File: config.mk
export PLATFORM = sky130hd
export DESIGN_NAME = exception_cause_status_logic
export DESIGN_NICKNAME = d
export VERILOG_FILES = /design/src/exc_pkg.sv /design/src/exc_kind_encoder.sv /design/src/exception_cause_status_logic.sv
export SDC_FILE = /design/constraint.sdc
export NUM_CORES = 1
export LEC_CHECK = 0
export ABC_AREA = 1
export BUFFER_PORTS_ARGS = -buffer_cell sky130_fd_sc_hd__buf_2
export CAP_MARGIN = 0
export CORE_ASPECT_RATIO = 1.2
export CORE_MARGIN = 3
export CORE_UTILIZATION = 48
export DETAILED_ROUTE_END_ITERATION = 10
export GPL_TIMING_DRIVEN = 1
export PLACE_DENSITY_LB_ADDON = 0.12
export SETUP_SLACK_MARGIN = 0.02
export SYNTH_ARGS = -nofsm -noshare
export SYNTH_HDL_FRONTEND = slang
export SYNTH_HIERARCHICAL = 1
export SYNTH_SLANG_ARGS = --single-unit
File: constraint.sdc
create_clock -name clk_i -period 3 [get_ports clk_i]
set_input_delay 0.15 -clock clk_i [delete_from_list [all_inputs] [get_ports clk_i]]
set_output_delay 0.15 -clock clk_i [all_outputs]
set_load 0.02 [all_outputs]
File: src/exc_pkg.sv
// Constants, field layouts and carrier types for the exception cause/status logic
package exc_pkg;

  // Register byte offsets
  localparam logic [3:0] STATUS_OFS = 4'h0;
  localparam logic [3:0] CAUSE_OFS = 4'h4;
  localparam logic [3:0] CORE_CFG_OFS = 4'h8;

  // Status field positions
  localparam int COPROC_USABLE_LSB = 28;
  localparam int DATA_WAY_A_LOCK_BIT = 24;
  localparam int INSTR_WAY_A_LOCK_BIT = 23;
  localparam int MASK_LSB = 8;
  localparam int USER_LEVEL_SELECT_BIT = 4;
  localparam int FAULT_LEVEL_BIT = 2;
  localparam int EXCEPTION_LEVEL_BIT = 1;
  localparam int IRQ_ENABLE_BIT = 0;
  localparam logic [31:0] STATUS_WRITABLE = 32'hf180_ff17;
  localparam logic [31:0] STATUS_RESET = 32'h0000_0004;

  // Cause field positions
  localparam int DELAY_FLAG_BIT = 31;
  localparam int UNIT_NUMBER_LSB = 28;
  localparam int PENDING_LSB = 8;
  localparam int KIND_LSB = 2;
  localparam logic [1:0] SOFT_PENDING_RESET = 2'h0;

  // Own configuration register: bit 0 early family, bit 1 FPU present
  localparam int CFG_EARLY_BIT = 0;
  localparam int CFG_FPU_BIT = 1;
  localparam logic [31:0] CORE_CFG_RESET = 32'h0000_0002;

  // Return point step back over the branch
  localparam logic [31:0] DELAY_SLOT_STEP = 32'h0000_0004;

  // Exception kind codes
  localparam logic [4:0] INTERRUPT_CODE = 5'h00;
  localparam logic [4:0] ENTRY_MODIFY_CODE = 5'h01;
  localparam logic [4:0] TRANSLATION_LOAD_MISS_CODE = 5'h02;
  localparam logic [4:0] TRANSLATION_STORE_MISS_CODE = 5'h03;
  localparam logic [4:0] MISALIGNED_LOAD_CODE = 5'h04;
  localparam logic [4:0] MISALIGNED_STORE_CODE = 5'h05;
  localparam logic [4:0] FETCH_BUS_FAULT_CODE = 5'h06;
  localparam logic [4:0] LOAD_BUS_FAULT_CODE = 5'h07;
  localparam logic [4:0] SYSTEM_CALL_CODE = 5'h08;
  localparam logic [4:0] BREAK_CODE = 5'h09;
  localparam logic [4:0] BAD_OPCODE_CODE = 5'h0a;
  localparam logic [4:0] COPROC_UNUSABLE_CODE = 5'h0b;
  localparam logic [4:0] SUM_RANGE_FAULT_CODE = 5'h0c;
  localparam logic [4:0] CONDITIONAL_FAULT_CODE = 5'h0d;
  localparam logic [4:0] FLOAT_FAULT_CODE = 5'h0f;

  // Avalon response encodings
  localparam logic [1:0] RESP_OKAY = 2'h0;
  localparam logic [1:0] RESP_DECODEERROR = 2'h3;

  // Access sizes
  localparam logic [1:0] SIZE_BYTE = 2'h0;
  localparam logic [1:0] SIZE_HALF = 2'h1;
  localparam logic [1:0] SIZE_WORD = 2'h2;

  typedef enum logic [1:0] {
    BUS_IDLE = 2'b01,
    BUS_ANSWER = 2'b10
  } bus_state_t;

  // Raw fault events from the pipeline, one cycle each
  typedef struct packed {
    logic entry_modify;
    logic translation_load_miss;
    logic translation_store_miss;
    logic fetch_bus_fault;
    logic load_bus_fault;
    logic store_bus_fault;
    logic system_call;
    logic break_instr;
    logic bad_opcode;
    logic sum_overflow;
    logic conditional_fault;
    logic float_fault;
  } exc_src_t;

  // Memory access presented for address checking
  typedef struct packed {
    logic valid;
    logic is_fetch;
    logic is_store;
    logic [1:0] size;
    logic [31:0] addr;
  } mem_access_t;

  // Qualified causes fed to the priority encoder
  typedef struct packed {
    exc_src_t src;
    logic addr_fetch;
    logic addr_load;
    logic addr_store;
    logic coproc_unusable;
    logic interrupt;
  } exc_req_t;

endpackage

File: src/exc_kind_encoder.sv
// Priority encoder turning qualified exception causes into a kind code
`timescale 1ns/1ps
module exc_kind_encoder (
  input wire exc_pkg::exc_req_t req_i,
  output logic hit_o,
  output logic [4:0] code_o
);

  // Fetch-side faults first, then decode, execute, memory; interrupt last
  always_comb begin
    hit_o = 1'b1;
    code_o = exc_pkg::INTERRUPT_CODE;
    if (req_i.addr_fetch) begin
      code_o = exc_pkg::MISALIGNED_LOAD_CODE;
    end else if (req_i.src.fetch_bus_fault) begin
      code_o = exc_pkg::FETCH_BUS_FAULT_CODE;
    end else if (req_i.src.system_call) begin
      code_o = exc_pkg::SYSTEM_CALL_CODE;
    end else if (req_i.src.break_instr) begin
      code_o = exc_pkg::BREAK_CODE;
    end else if (req_i.src.bad_opcode) begin
      code_o = exc_pkg::BAD_OPCODE_CODE;
    end else if (req_i.coproc_unusable) begin
      code_o = exc_pkg::COPROC_UNUSABLE_CODE;
    end else if (req_i.src.sum_overflow) begin
      code_o = exc_pkg::SUM_RANGE_FAULT_CODE;
    end else if (req_i.src.conditional_fault) begin
      code_o = exc_pkg::CONDITIONAL_FAULT_CODE;
    end else if (req_i.src.float_fault) begin
      code_o = exc_pkg::FLOAT_FAULT_CODE;
    end else if (req_i.addr_load) begin
      code_o = exc_pkg::MISALIGNED_LOAD_CODE;
    end else if (req_i.addr_store) begin
      code_o = exc_pkg::MISALIGNED_STORE_CODE;
    end else if (req_i.src.entry_modify) begin
      code_o = exc_pkg::ENTRY_MODIFY_CODE;
    end else if (req_i.src.translation_load_miss) begin
      code_o = exc_pkg::TRANSLATION_LOAD_MISS_CODE;
    end else if (req_i.src.translation_store_miss) begin
      code_o = exc_pkg::TRANSLATION_STORE_MISS_CODE;
    end else if (req_i.src.load_bus_fault || req_i.src.store_bus_fault) begin
      code_o = exc_pkg::LOAD_BUS_FAULT_CODE;
    end else if (req_i.interrupt) begin
      code_o = exc_pkg::INTERRUPT_CODE;
    end else begin
      hit_o = 1'b0;
    end
  end

endmodule

File: src/exception_cause_status_logic.sv
// Status/cause registers, exception capture and interrupt decision of the core
//
// Design decisions made here: the address map and the Avalon-MM slave port.
`timescale 1ns/1ps
module exception_cause_status_logic (
  input wire logic clk_i,
  input wire logic rst_i,
  input wire logic [3:0] avs_address_i,
  input wire logic avs_read_i,
  input wire logic avs_write_i,
  input wire logic [31:0] avs_writedata_i,
  input wire logic [3:0] avs_byteenable_i,
  output logic [31:0] avs_readdata_o,
  output logic avs_waitrequest_o,
  output logic [1:0] avs_response_o,
  input wire logic [5:0] int_pins_i,
  input wire exc_pkg::exc_src_t exc_src_i,
  input wire logic arith_unsigned_i,
  input wire logic cop_instr_i,
  input wire logic [1:0] cop_number_i,
  input wire exc_pkg::mem_access_t mem_access_i,
  input wire logic in_delay_slot_i,
  input wire logic [31:0] fault_pc_i,
  input wire logic dcache_refill_req_i,
  input wire logic dcache_way_a_valid_i,
  input wire logic dcache_victim_i,
  input wire logic dcache_store_i,
  input wire logic icache_refill_req_i,
  input wire logic icache_way_a_valid_i,
  input wire logic icache_victim_i,
  output logic exc_taken_o,
  output logic [4:0] exc_kind_o,
  output logic [31:0] return_point_o,
  output logic interrupt_request_o,
  output logic user_mode_o,
  output logic dcache_refill_go_o,
  output logic dcache_refill_way_o,
  output logic dcache_store_update_o,
  output logic icache_refill_go_o,
  output logic icache_refill_way_o
);

  //////////////////////////////////////////////////////////////////////////////
  // Helpers

  // Byte-lane merge of a write into a stored word
  function automatic logic [31:0] merge_bytes(input logic [31:0] old_val,
                                              input logic [31:0] new_val,
                                              input logic [3:0] lanes);
    logic [31:0] res;
    res = old_val;
    for (int b = 0; b < 4; b++) begin
      if (lanes[b]) begin
        res[8*b +: 8] = new_val[8*b +: 8];
      end
    end
    return res;
  endfunction

  // Way chosen for a refill when way A is locked
  function automatic logic pick_way(input logic lock,
                                    input logic way_a_valid,
                                    input logic victim);
    return (lock && way_a_valid) ? 1'b1 : victim;
  endfunction

  //////////////////////////////////////////////////////////////////////////////
  // State

  exc_pkg::bus_state_t bus_state;
  exc_pkg::bus_state_t next_bus_state;
  logic [31:0] status;
  logic [31:0] core_cfg;
  logic [1:0] soft_pending;
  logic delay_flag;
  logic [1:0] unit_number;
  logic [4:0] kind_field;

  //////////////////////////////////////////////////////////////////////////////
  // Status decode

  wire logic irq_enable = status[exc_pkg::IRQ_ENABLE_BIT];
  wire logic exception_level = status[exc_pkg::EXCEPTION_LEVEL_BIT];
  wire logic fault_level = status[exc_pkg::FAULT_LEVEL_BIT];
  wire logic user_level_select = status[exc_pkg::USER_LEVEL_SELECT_BIT];
  wire logic data_way_a_lock = status[exc_pkg::DATA_WAY_A_LOCK_BIT];
  wire logic instr_way_a_lock = status[exc_pkg::INSTR_WAY_A_LOCK_BIT];
  wire logic [7:0] interrupt_mask_bits = status[exc_pkg::MASK_LSB +: 8];
  wire logic [3:0] coproc_usable_bits = status[exc_pkg::COPROC_USABLE_LSB +: 4];
  wire logic early_family = core_cfg[exc_pkg::CFG_EARLY_BIT];
  wire logic fpu_present = core_cfg[exc_pkg::CFG_FPU_BIT];

  // Either level forces kernel mode whatever the select bit says
  wire logic user_mode = user_level_select && !exception_level && !fault_level;

  //////////////////////////////////////////////////////////////////////////////
  // Interrupt decision

  // Hardware lines are live pins, never latched
  wire logic [7:0] pending_interrupt_lines = {int_pins_i, soft_pending};
  wire logic irq_allowed = irq_enable && !exception_level && !fault_level;
  wire logic irq_now = irq_allowed && |(pending_interrupt_lines & interrupt_mask_bits);

  //////////////////////////////////////////////////////////////////////////////
  // Address error checks

  wire logic half_misaligned = (mem_access_i.size == exc_pkg::SIZE_HALF) &&
                               mem_access_i.addr[0];
  wire logic word_misaligned = (mem_access_i.size == exc_pkg::SIZE_WORD) &&
                               (mem_access_i.addr[1:0] != 2'h0);
  // Top half of the address space is out of bounds for user code
  wire logic outside_user = user_mode && mem_access_i.addr[31];
  wire logic addr_fault = mem_access_i.valid &&
                          (half_misaligned || word_misaligned || outside_user);

  //////////////////////////////////////////////////////////////////////////////
  // Cause qualification

  wire logic coproc_unusable = cop_instr_i && !coproc_usable_bits[cop_number_i];
  exc_pkg::exc_src_t src_q;
  exc_pkg::exc_req_t req;

  // Gate causes the selected core variant cannot produce, and overflow on unsigned arithmetic
  always_comb begin
    src_q = exc_src_i;
    src_q.store_bus_fault = exc_src_i.store_bus_fault && !early_family;
    src_q.sum_overflow = exc_src_i.sum_overflow && !arith_unsigned_i;
    src_q.conditional_fault = exc_src_i.conditional_fault && !early_family;
    src_q.float_fault = exc_src_i.float_fault && fpu_present;
  end

  assign req.src = src_q;
  assign req.addr_fetch = addr_fault && mem_access_i.is_fetch;
  assign req.addr_load = addr_fault && !mem_access_i.is_fetch && !mem_access_i.is_store;
  assign req.addr_store = addr_fault && !mem_access_i.is_fetch && mem_access_i.is_store;
  assign req.coproc_unusable = coproc_unusable;
  assign req.interrupt = irq_now;

  wire logic exc_hit;
  wire logic [4:0] exc_code;

  // Only defined codes come out, never 14 or 16 upward
  exc_kind_encoder u_encoder (
    .req_i(req),
    .hit_o(exc_hit),
    .code_o(exc_code)
  );

  // Branch before the delay slot becomes the return point
  wire logic [31:0] next_return_point = in_delay_slot_i ?
                                        fault_pc_i - exc_pkg::DELAY_SLOT_STEP :
                                        fault_pc_i;

  //////////////////////////////////////////////////////////////////////////////
  // Register bus decode

  wire logic bus_req = avs_read_i || avs_write_i;
  wire logic sel_status = (avs_address_i == exc_pkg::STATUS_OFS);
  wire logic sel_cause = (avs_address_i == exc_pkg::CAUSE_OFS);
  wire logic sel_cfg = (avs_address_i == exc_pkg::CORE_CFG_OFS);
  wire logic mapped = sel_status || sel_cause || sel_cfg;
  // A write lands only on the edge where waitrequest is seen low
  wire logic wr_commit = avs_write_i && (bus_state == exc_pkg::BUS_ANSWER);
  wire logic wr_status = wr_commit && sel_status;
  wire logic wr_cause = wr_commit && sel_cause;
  wire logic wr_cfg = wr_commit && sel_cfg;

  // Reserved status bits 7, 6, 5, 3 are masked out and read as zero
  wire logic [31:0] status_view = status & exc_pkg::STATUS_WRITABLE;
  // Pending field is assembled at read time from live sources
  wire logic [31:0] cause_view = {delay_flag, 1'b0, unit_number, 12'h000,
                                  pending_interrupt_lines, 1'b0, kind_field,
                                  2'h0};

  logic [31:0] read_word;

  // Address decoding of read data, unmapped returns zero
  always_comb begin
    if (sel_status) begin
      read_word = status_view;
    end else if (sel_cause) begin
      read_word = cause_view;
    end else if (sel_cfg) begin
      read_word = core_cfg;
    end else begin
      read_word = 32'h0000_0000;
    end
  end

  wire logic [31:0] merged_status = merge_bytes(status, avs_writedata_i, avs_byteenable_i) &
                                    exc_pkg::STATUS_WRITABLE;
  wire logic [31:0] merged_cause = merge_bytes(cause_view, avs_writedata_i,
                                               avs_byteenable_i);
  wire logic [31:0] merged_cfg = merge_bytes(core_cfg, avs_writedata_i, avs_byteenable_i);

  //////////////////////////////////////////////////////////////////////////////
  // Bus handshake: one wait cycle, answer on the second

  always_comb begin
    case (bus_state)
      exc_pkg::BUS_IDLE: begin
        next_bus_state = bus_req ? exc_pkg::BUS_ANSWER : exc_pkg::BUS_IDLE;
      end
      exc_pkg::BUS_ANSWER: begin
        next_bus_state = exc_pkg::BUS_IDLE;
      end
      default: begin
        next_bus_state = exc_pkg::BUS_IDLE;
      end
    endcase
  end

  always_ff @(posedge clk_i or posedge rst_i) begin
    if (rst_i) begin
      bus_state <= exc_pkg::BUS_IDLE;
    end else begin
      bus_state <= next_bus_state;
    end
  end

  // Waitrequest idles high; it drops for exactly the answering cycle
  always_ff @(posedge clk_i or posedge rst_i) begin
    if (rst_i) begin
      avs_waitrequest_o <= 1'b1;
    end else begin
      avs_waitrequest_o <= !(next_bus_state == exc_pkg::BUS_ANSWER);
    end
  end

  // Read data and response captured as the answer cycle opens
  always_ff @(posedge clk_i or posedge rst_i) begin
    if (rst_i) begin
      avs_readdata_o <= 32'h0000_0000;
      avs_response_o <= exc_pkg::RESP_OKAY;
    end else if (bus_state == exc_pkg::BUS_IDLE && bus_req) begin
      avs_readdata_o <= avs_read_i ? read_word : 32'h0000_0000;
      avs_response_o <= mapped ? exc_pkg::RESP_OKAY : exc_pkg::RESP_DECODEERROR;
    end
  end

  //////////////////////////////////////////////////////////////////////////////
  // Status register; exception entry raises the exception level

  // Entry and a software write in the same cycle both land; entry forces the exception level on
  always_ff @(posedge clk_i or posedge rst_i) begin
    if (rst_i) begin
      status <= exc_pkg::STATUS_RESET;
    end else if (exc_hit) begin
      status <= (wr_status ? merged_status : status) |
                (32'h0000_0001 << exc_pkg::EXCEPTION_LEVEL_BIT);
    end else if (wr_status) begin
      status <= merged_status;
    end
  end

  // Variant selection, software owned
  always_ff @(posedge clk_i or posedge rst_i) begin
    if (rst_i) begin
      core_cfg <= exc_pkg::CORE_CFG_RESET;
    end else if (wr_cfg) begin
      core_cfg <= merged_cfg & 32'h0000_0003;
    end
  end

  //////////////////////////////////////////////////////////////////////////////
  // Cause register

  // Software pending bits hold the last value written
  always_ff @(posedge clk_i or posedge rst_i) begin
    if (rst_i) begin
      soft_pending <= exc_pkg::SOFT_PENDING_RESET;
    end else if (wr_cause) begin
      soft_pending <= merged_cause[exc_pkg::PENDING_LSB +: 2];
    end
  end

  // Snapshot fields update at entry (unit number only when coproc_unusable is set, whichever kind wins) and hold otherwise
  always_ff @(posedge clk_i or posedge rst_i) begin
    if (rst_i) begin
      delay_flag <= 1'b0;
      unit_number <= 2'h0;
      kind_field <= exc_pkg::INTERRUPT_CODE;
    end else if (exc_hit) begin
      delay_flag <= in_delay_slot_i;
      // Unit number is meaningful only for unusable-coprocessor entries
      unit_number <= coproc_unusable ? cop_number_i : unit_number;
      kind_field <= exc_code;
    end
  end

  //////////////////////////////////////////////////////////////////////////////
  // Pipeline-facing outputs

  // One-cycle entry pulse with its code and return point
  always_ff @(posedge clk_i or posedge rst_i) begin
    if (rst_i) begin
      exc_taken_o <= 1'b0;
      exc_kind_o <= exc_pkg::INTERRUPT_CODE;
      return_point_o <= 32'h0000_0000;
    end else begin
      exc_taken_o <= exc_hit;
      if (exc_hit) begin
        exc_kind_o <= exc_code;
        return_point_o <= next_return_point;
      end
    end
  end

  // Registered mode and interrupt level
  always_ff @(posedge clk_i or posedge rst_i) begin
    if (rst_i) begin
      interrupt_request_o <= 1'b0;
      user_mode_o <= 1'b0;
    end else begin
      interrupt_request_o <= irq_now;
      user_mode_o <= user_mode;
    end
  end

  //////////////////////////////////////////////////////////////////////////////
  // Cache way-A locking; costs one cycle of refill latency

  always_ff @(posedge clk_i or posedge rst_i) begin
    if (rst_i) begin
      dcache_refill_go_o <= 1'b0;
      dcache_refill_way_o <= 1'b0;
      dcache_store_update_o <= 1'b0;
    end else begin
      dcache_refill_go_o <= dcache_refill_req_i;
      dcache_refill_way_o <= pick_way(data_way_a_lock, dcache_way_a_valid_i,
                                      dcache_victim_i);
      // Stores keep updating the cache even when locked
      dcache_store_update_o <= dcache_store_i;
    end
  end

  always_ff @(posedge clk_i or posedge rst_i) begin
    if (rst_i) begin
      icache_refill_go_o <= 1'b0;
      icache_refill_way_o <= 1'b0;
    end else begin
      icache_refill_go_o <= icache_refill_req_i;
      icache_refill_way_o <= pick_way(instr_way_a_lock, icache_way_a_valid_i,
                                      icache_victim_i);
    end
  end

endmodule

==> metrics list, run 1 <==
- Cell area after technology mapping: 5070 sq um
* Routed via count divided by cell count: 5.06
- The critical path in this run is classified as reg2reg.
- Total global-route track usage: 23.8%
- The first global-routing pass estimated 22600 um of wire.
* Worst hold path class: in2reg
- The tree is rooted in a sky130_fd_sc_hd__clkbuf_16.
* Maximum frequency from static timing analysis: 421 MHz
- The HPWL after detailed placement is 10800 um.
- # diodes: 0
* Maximum clock insertion buffer count: 2
* Number of buffer cells added on primary ports: 168
- Async S/R FF share, synth: 100%
- Total Negative Setup Slacks: 0 ns
- Total power per unit cell area: 508 nW/um^2
- GP Congestion: 0.968
- The worst setup path is launched from a flip-flop.
- Setup repair after global routing left no endpoint under its margin.
- The tool flagged a number of max-cap violations equal to 0.
- TritonCTS built the clock tree.
- After detailed routing, the number of remaining DRC violations is 0.
- Ranked by total cell area, the synthesized netlist is headed by sky130_fd_sc_hd__dfrtp_1 45%, sky130_fd_sc_hd__nand2_1 15%, sky130_fd_sc_hd__inv_1 6.1%.
- Synthesized instance count: 677
- Clock-pin transition on the worst setup and hold timing paths: 0.07 ns
* Number of failing setup endpoints in the final timing report: 0
* Total core area: 10200 sq um
* Setup slack after placement: 0.647 ns
* CP Data Arrival Time: 2.65 ns
- After clock tree synthesis, the flow added hold-fix buffers numbering 5.
* Clock latency at the later pin of the worst-skew pair: 0.33 ns
- In this run, CTS created clock tree buffers numbering 9.
- Cells with a size suffix above 1 make up 26.8% of the layout.
- Leaving out filler cells and counting taps, the final layout contains 980.
- Worst setup skew after layout: 0.00633 ns
- CP Data Required Time: 3.27 ns
- Counting I/O delays and the setup requirement, the final critical path takes 2.38 ns.
* Endpoint class of the critical path: flip-flop
- Total Nets Final: 994
- In this run, synthesis produced a sequential element count of 94.
- Antenna-violating nets left: 0
- Peak supply drop: 0.254 mV
* Transition at the pin with the smallest max-transition slack: 0.678 ns
- Summed over all layers, the routed wires come to 13900 um.
- Via count of the first global-routing pass: 4864
- Fraction of synthesized cell area taken by the top area cell type: 44.9%
* Slack of the worst reg-to-reg path: 0.62 ns
- Buffers added to address setup during post-CTS repair amount to 0.
- Summed over all instances, the cell type with the most area after synthesis is sky130_fd_sc_hd__dfrtp_1.
- Average wire per cell in the routed design: 14.2 um
- Measured against its own limit, the worst slew margin works out to 54.8%.
* Sequential share of the synthesized area: 46.4%
- Syn-to-layout area delta: 25.0%
- During synthesis, Yosys emitted a total of 6 warnings.
* Run status: finished, final reports clean
- The number of endpoints with negative hold slack in the final report is 0.
- The finished cells cover 6340 sq um.
- For this run the aggregate overflow at the end of global routing stands at 0.
- Fin worst setup slack: 0.622 ns
* Final Util: 62.4%
* Final Cycle Share: 79.3%
- Area of the die: 11800 sq um
- After detailed placement, the total cell area comes to 5990 sq um.
- # fillers: 982
* Placed Cells incl. Taps: 960
- In this run the worst path has a maximum fanout of 43.
- The initial antenna violation count is 0.
* First-pass iteration count of the detailed router: 4
- Effective utilization at floorplan: 49.9%
* Pins Over Slew Limit: 0
* Largest net degree at the start of global routing: 56
* Distinct cell type count after synthesis: 39
- From bottom edge to top edge, the die measures 119 um.
* Overall die width: 99.8 um
* Ys flop type: sky130_fd_sc_hd__dfrtp_1
- The tree built by TritonCTS fans out to 94 sinks.
* First-iteration detailed-routing DRC count: 202
- Number of core rows: 40
* EDFF count, synth: 0
- The H-tree was split into 3 levels.
- The final route contains 4963 vias.
- Avg Synthesized Cell Area: 7.49 sq um
* P_leak: 0.00340 uW
- For this design the top-level I/O count stands at 223.
* Post-cts sizing count: 0
Yosys cell counts, types with 2 or more instances:
master	instances
sky130_fd_sc_hd__inv_1	82
sky130_fd_sc_hd__o21ai_0	34
sky130_fd_sc_hd__buf_4	14
sky130_fd_sc_hd__a221oi_1	2
sky130_fd_sc_hd__nand3_1	54
sky130_fd_sc_hd__nand4_1	11
sky130_fd_sc_hd__nor2_1	71
sky130_fd_sc_hd__conb_1	2
sky130_fd_sc_hd__dfrtp_1	91
sky130_fd_sc_hd__o21ai_1	4
sky130_fd_sc_hd__nor2_2	12
sky130_fd_sc_hd__clkbuf_1	6
sky130_fd_sc_hd__o211ai_1	8
sky130_fd_sc_hd__inv_2	6
sky130_fd_sc_hd__dfstp_2	3
sky130_fd_sc_hd__buf_2	5
sky130_fd_sc_hd__a21oi_1	17
sky130_fd_sc_hd__xor2_1	9
sky130_fd_sc_hd__nor3_1	4
sky130_fd_sc_hd__a22oi_1	4
sky130_fd_sc_hd__a21o_1	2
sky130_fd_sc_hd__nand2_1	204
sky130_fd_sc_hd__nand2_2	7
sky130_fd_sc_hd__nor2_4	9
sky130_fd_sc_hd__mux2_1	2
registers in the layout, indices dropped and copies added (netlist names), 2 cells and up:
register        cells
avs_readdata_o     21
bus_state           2
core_cfg            2
exc_kind_o          5
return_point_o     32
soft_pending        2
status             18
unit_number         2
report_power, final:
group          switching, uW  internal, uW  leakage (uW)
logic                    419           206       0.00211
clock network            477           665      0.000145
registers               69.5          1390       0.00114
total                    965          2260       0.00340
stage by stage:
step	total power (uW)	hold slack [ns]
final	3220	0.0104
after global routing	3380	0.00520
after CTS	3250	0.000250
after detailed placement	2100	0.262
after global placement	2080	0.258
after floorplan	1870	0.181
worst max-delay path, stage by stage (launching register included):
cell and delay (ns):
sky130_fd_sc_hd__dfrtp_1 0.41, sky130_fd_sc_hd__nor3_1 0.30, sky130_fd_sc_hd__nand2_1 0.09, sky130_fd_sc_hd__a31oi_1 0.20
sky130_fd_sc_hd__nand2_1 0.11, sky130_fd_sc_hd__nor2_1 0.23, sky130_fd_sc_hd__nor2_4 0.06, sky130_fd_sc_hd__nand3_1 0.07
sky130_fd_sc_hd__nor4_1 0.05, sky130_fd_sc_hd__nand2_1 0.11, sky130_fd_sc_hd__clkinv_1 0.07, sky130_fd_sc_hd__buf_4 0.24
sky130_fd_sc_hd__a21oi_1 0.16, sky130_fd_sc_hd__o21ai_0 0.11, sky130_fd_sc_hd__nand2_1 0.07
cells by family (layout without fill, tap and decap cells):
group | count (synthesis) | in the layout | share of synthesized area [%]
DFF | 94 | 94 | 46.4
buffers and inverters | 115 | 282 | 9.67
muxes | 2 | 2 | 0.444
other | 2 | 12 | 0.148
AOI/OAI and AO/OA | 77 | 77 | 8.78
xor gates and xnor gates | 9 | 9 | 1.55
adders and majority gates | 1 | 1 | 0.247
and+or+nand+nor | 377 | 377 | 32.7
cell usage in the layout, fill, tap and decap left out, drive strengths merged, types with 2 or more instances in the layout:
master,count
a21o,2
a21oi,18
a221oi,2
a22oi,4
buf,173
clkbuf,10
clkinv,4
conb,12
dfrtp,91
dfstp,3
dlygate4sd3,5
inv,88
mux2,2
nand2,211
nand3,56
nand4,11
nor2,92
nor3,4
o211ai,8
o21ai,38
xor2,9
cell type report:
| cell class | count | area (sq um) | area share (%) |
|---|---|---|---|
| flip-flops and latches | 94 | 2360 | 37.2 |
| well taps | 126 | 158 | 2.49 |
| multi-input cells | 478 | 2260 | 35.7 |
| clock inverters | 5 | 60.1 | 0.947 |
| inverters | 89 | 337 | 5.31 |
| clock buffers | 10 | 239 | 3.77 |
| repair buffers | 178 | 928 | 14.6 |
per-layer routing:
metal  share of wire (%)  GRT usage, %  up-vias
li1                    -             -     2457
met1                  39          26.9     2297
met2                  51          42.7      168
met3                 5.4          3.90       41
met4                 3.9          11.2        0
met5                   0             0        -
path summary, 6_finish.rpt:
path                                 startpoint                   to  cells after the start
setup / recovery                      status[1]    return_point_o[3]                     14
hold / removal             icache_way_a_valid_i  icache_refill_way_o                      2
setup reg to reg                      status[1]    return_point_o[3]                     14
hold reg to reg               return_point_o[1]    return_point_o[1]                      2
max in group asynchronous                 rst_i    return_point_o[3]                      4
min in group asynchronous                 rst_i   return_point_o[19]                      3
No activity file was read; power rests on OpenSTA's default activity.
==> inputs of run 2 (changes only) <==
Settings changed: ABC_AREA 1 to 0, CORE_UTILIZATION 48 to 42.
Clock period 3 ns to 2 ns, I/O delays scaled along.
==> run 2 against run 1 <==
Net effect:
- the flow now finishes with violations (negative setup slack)
- combinational power rose by 60%
- sequential power rose by 49%
- cell area rose by 8.8%
- setup slack got worse by 0.75 ns
- sequential share of layout area fell by 3.0 points
- non-clock buffer count rose by 79
- sequential cell count did not move
- critical path type unchanged
- critical endpoint is now return_point_o[18]
- largest power group unchanged
==> metrics list, run 2 <==
- Final Cycle Share: 106% (+27 points)
* Average wire per cell in the routed design: 16.5 um (+16%)
- Number of CTS-inserted buffers: 9 (unchanged)
- The tightest slew margin relative to the limit came to 63.2% (+8.4 points).
- The first-pass GRT wire length was 20500 um (-9.3%).
- Total length of routed met3 wires: 836 um (+11%)
- Cell area reported after detailed placement: 5990 sq um (about the same)
- The number of nets in the layout is 826 (-17%).
* RSZ-0062 raised after global routing: yes
- The number of standard-cell rows in the floorplan was 41 (+2.5%).
- CP Data Arrival Time: 2.32 ns (-0.33 ns)
- The tightest min-delay check is of the in2reg type.
- The path with the worst hold slack has its endpoint at status[28].
* Failing checks: negative setup slack
* Reg-to-reg critical path endpoint: return_point_o[18]
- Clock tree from TritonCTS: yes
- Total global-route track usage: 21.2% (-2.5 points)
* Origin of the critical flop-to-flop path: status[2]
- The number of flip-flops and latches in the synthesized netlist came to 94 (unchanged).
- The initial antenna violation count came to 0 (unchanged).
* CP Data Required Time: 2.20 ns (-1.07 ns)
- Pins Over Slew Limit: 0 (unchanged)
- # diodes: 0 (unchanged)
* Transition at the pin with the smallest max-transition slack: 0.551 ns (-0.127 ns)
* Number of failing setup endpoints in the final timing report: 42 (+42)
- The remaining routing DRC violations was 0 (unchanged).
- The number of instances in the synthesized netlist came to 436 (-36%).
- The routed length on met1 was 5330 um (-2.5%).
- Effective utilization at floorplan: 43.5% (-6.4 points)
- Overall die width: 102 um (+2.1%)
- The total core area is 10700 sq um (+5.0%).
- Number of cells on the worst reg-to-reg path: 11 (-3)
* Routed via count divided by cell count: 5.33 (+5.2%)
- The number of cells in the design after placement came to 764 (-20%).
- Met2 Wirelength: 7110 um (-0.55%)
* Largest registers ranked by flip-flop count: return_point_o x32, avs_readdata_o x21, status x18
- Clock root buffer: sky130_fd_sc_hd__clkbuf_16
- Top routing layer in use: met4
- Via count of the first global-routing pass: 4284 (-12%)
- The number of synthesized flops with an enable pin was 0 (unchanged).
- Wirelength, routed: 13400 um (-3.3%)
- Number of buffer cells added on primary ports: 168 (unchanged)
- Worst setup path class: reg2reg
- Summed over all instances, the cell type with the most area after synthesis is sky130_fd_sc_hd__dfrtp_1.
* Endpoint class of the critical path: flip-flop
- Ys flop type: sky130_fd_sc_hd__dfrtp_1
- The half-perimeter wire length after detailed placement is 9830 um (-9.2%).
- The post-route cell area came to 6900 sq um (+8.8%).
* Number of cells on the worst hold path: 2 (unchanged)
- First-iteration detailed-routing DRC count: 137 (-32%)
- The reported max-cap violation count was 0 (unchanged).
* Avg Synthesized Cell Area: 10.6 sq um (+42%)
- Max FFs per register: 32 (unchanged)
- Biggest area contributors in the synthesized netlist: sky130_fd_sc_hd__dfrtp_1 49%, sky130_fd_sc_hd__mux2_2 7.8%, sky130_fd_sc_hd__nor2_1 3.7%
- The leakage component of the power was 0.00328 uW (-3.5%).
- The pin count of the biggest net entering global routing is 44 (-21%).
- Total power per unit cell area: 698 nW/um^2 (+37%)
* Htree depth: 3 (unchanged)
- return_point_o holds more flip-flops than any other register.
- The worst setup path is launched from a flip-flop.
- The final cell utilization of the core came to 64.7% (+2.3 points).
- Final period demand of the worst path: 2.12 ns (-0.254 ns)
- The die height was 121 um (+2.1%).
- The filler-free cell count of the finished design is 816 (-17%).
- The antenna violation net count after detailed routing is 0 (unchanged).
- The final RePlAce weighted congestion was 0.877 (-9.4%).
- Syn-to-layout area delta: 48.8%
- Worst hold-check slack: 0.00625 ns (-0.00413 ns)
* Maximum clock insertion buffer count: 2 (unchanged)
- The post-synthesis sequential area ratio came to 50.8% (+4.3 points).
- Global-route congestion overflow total: 0 (unchanged)
- The final total power came to 4810 uW (+49%).
- The clock-pin slew on the worst setup and hold paths is 0.06 ns (about the same).
- The async set-or-reset flop fraction in the synthesized netlist was 100% (unchanged).
- The number of endpoints with negative hold slack in the final report came to 0 (unchanged).
- Top-count cell post-synth: sky130_fd_sc_hd__dfrtp_1
- The worst supply voltage drop on vdd is 0.564 mV (+120%).
- First-pass iteration count of the detailed router: 4 (unchanged)
- The count of cell types in the netlist was 59 (+51%).
- Overall via count from detail_route: 4347 (-12%)
- Worst setup skew after layout: 0.00874 ns (+0.00241 ns)
* Num Clock Sinks: 94 (unchanged)
- Sorting the synthesized cells by how often they occur yields 91 x sky130_fd_sc_hd__dfrtp_1, 46 x sky130_fd_sc_hd__nor2_1, 32 x sky130_fd_sc_hd__mux2_2.
* Maximum frequency from static timing analysis: 471 MHz (+12%)
- The highest net fanout along the worst path is 10 (-77%).
- The area enclosed by the die boundary is 12300 sq um (+4.3%).
* Fin worst setup slack: -0.124 ns (-0.746 ns)
* Share of final-layout standard cells stronger than drive strength 1: 49.9% (+23 points)
- The later-pin clock latency in the skew report is 0.34 ns (about the same).
* Slack of the worst reg-to-reg path: -0.12 ns (-0.75 ns)
* Synth Warn #: 6 (unchanged)
- Leading cell type in the layout, fill and taps excluded: sky130_fd_sc_hd__buf_2
* Fraction of synthesized cell area taken by the top area cell type: 49.1% (+4.2 points)
- The top cell types in the final layout, fill and taps aside, are 168 x sky130_fd_sc_hd__buf_2, 91 x sky130_fd_sc_hd__dfrtp_1, 54 x sky130_fd_sc_hd__buf_4.
* Run status: finished, violations left
* I/O pin total: 223 (unchanged)
- The netlist area before placement came to 4640 sq um (-8.5%).
* Beginning of the worst hold path: avs_writedata_i[28]
run 2: cell count changes after synthesis, moves of 17 or more:
cell	delta
sky130_fd_sc_hd__mux2_2	+32
sky130_fd_sc_hd__nand3_1	-50
sky130_fd_sc_hd__nand2_1	-180
sky130_fd_sc_hd__nor2_1	-25
sky130_fd_sc_hd__inv_1	-73
sky130_fd_sc_hd__a31oi_1	+17
run 2: final cells by class:
class	count	area [sq um]
Multi-Input combinational cell	311	2320
Clock inverter	4	31.3
Clock buffer	12	256
Timing Repair Buffer	257	1730
Sequential cell	94	2360
Tap cell	129	161
Inverter	9	37.5
Fill cell	894	3770
run 2: what timing repair did:
item | 4_1_cts | 5_1_grt
endpoints found under the setup margin | 41 | 42
pin swaps | 6 | 5
setup buffers | 6 | 3
hold endpoints to repair | 37 | 1
gates resized for setup | 18 | 39
cloned | 1 | 5
hold buffers | 21 | 1
run 2: metrics by stage:
stage                     TNS, ns  setup WS [ns]
final                       -3.70         -0.124
after global routing        -8.07         -0.220
after CTS                  -0.538        -0.0476
after detailed placement    -6.23         -0.210
after global placement      -4.36         -0.161
after floorplan             -2.02        -0.0832
run 2: worst max path at each step:
stage,from,end
finish,status[2],return_point_o[18]
floorplan,status[29],return_point_o[0]
global route,status[2],return_point_o[19]
CTS,status[2],return_point_o[18]
global placement,cop_number_i[0],return_point_o[29]
detailed placement,status[29],return_point_o[24]
run 2: worst max-delay path, cell delays in order, from the launching register on:
cell and delay, ns:
sky130_fd_sc_hd__dfstp_2 0.54, sky130_fd_sc_hd__nor3b_2 0.05, sky130_fd_sc_hd__and2_4 0.14, sky130_fd_sc_hd__o21ai_4 0.18, sky130_fd_sc_hd__nor3b_2 0.08, sky130_fd_sc_hd__nor3_2 0.22
sky130_fd_sc_hd__nand4b_1 0.16, sky130_fd_sc_hd__buf_6 0.17, sky130_fd_sc_hd__buf_12 0.15, sky130_fd_sc_hd__buf_12 0.14, sky130_fd_sc_hd__nor2_2 0.09, sky130_fd_sc_hd__a31oi_1 0.05
run 2: metal layers:
metal  vias up  GRT usage (%)
met4         0           6.07
li1       2078              -
met3        13           3.91
met1      2114           25.7
met2       142           38.2
met5         -              0
run 2: kinds of logic after synthesis:
group,Yosys count,synth area share [%]
AND/OR/NAND/NOR,150,18.0
flip-flops,94,50.8
AO/OA/AOI/OAI,90,13.0
multiplexers,46,11.1
buffers and inverters,41,4.48
XOR/XNOR,12,2.27
other,2,0.162
adder cells (fa/ha/maj),1,0.270
run 2: power by group:
part / switching [uW] / internal [uW] / total, uW / leakage [uW]
clock: 724 / 914 / 1640 / 0.000131
combinational: 562 / 437 / 999 / 0.00197
sequential: 106 / 2070 / 2180 / 0.00118
total: 1390 / 3420 / 4810 / 0.00328
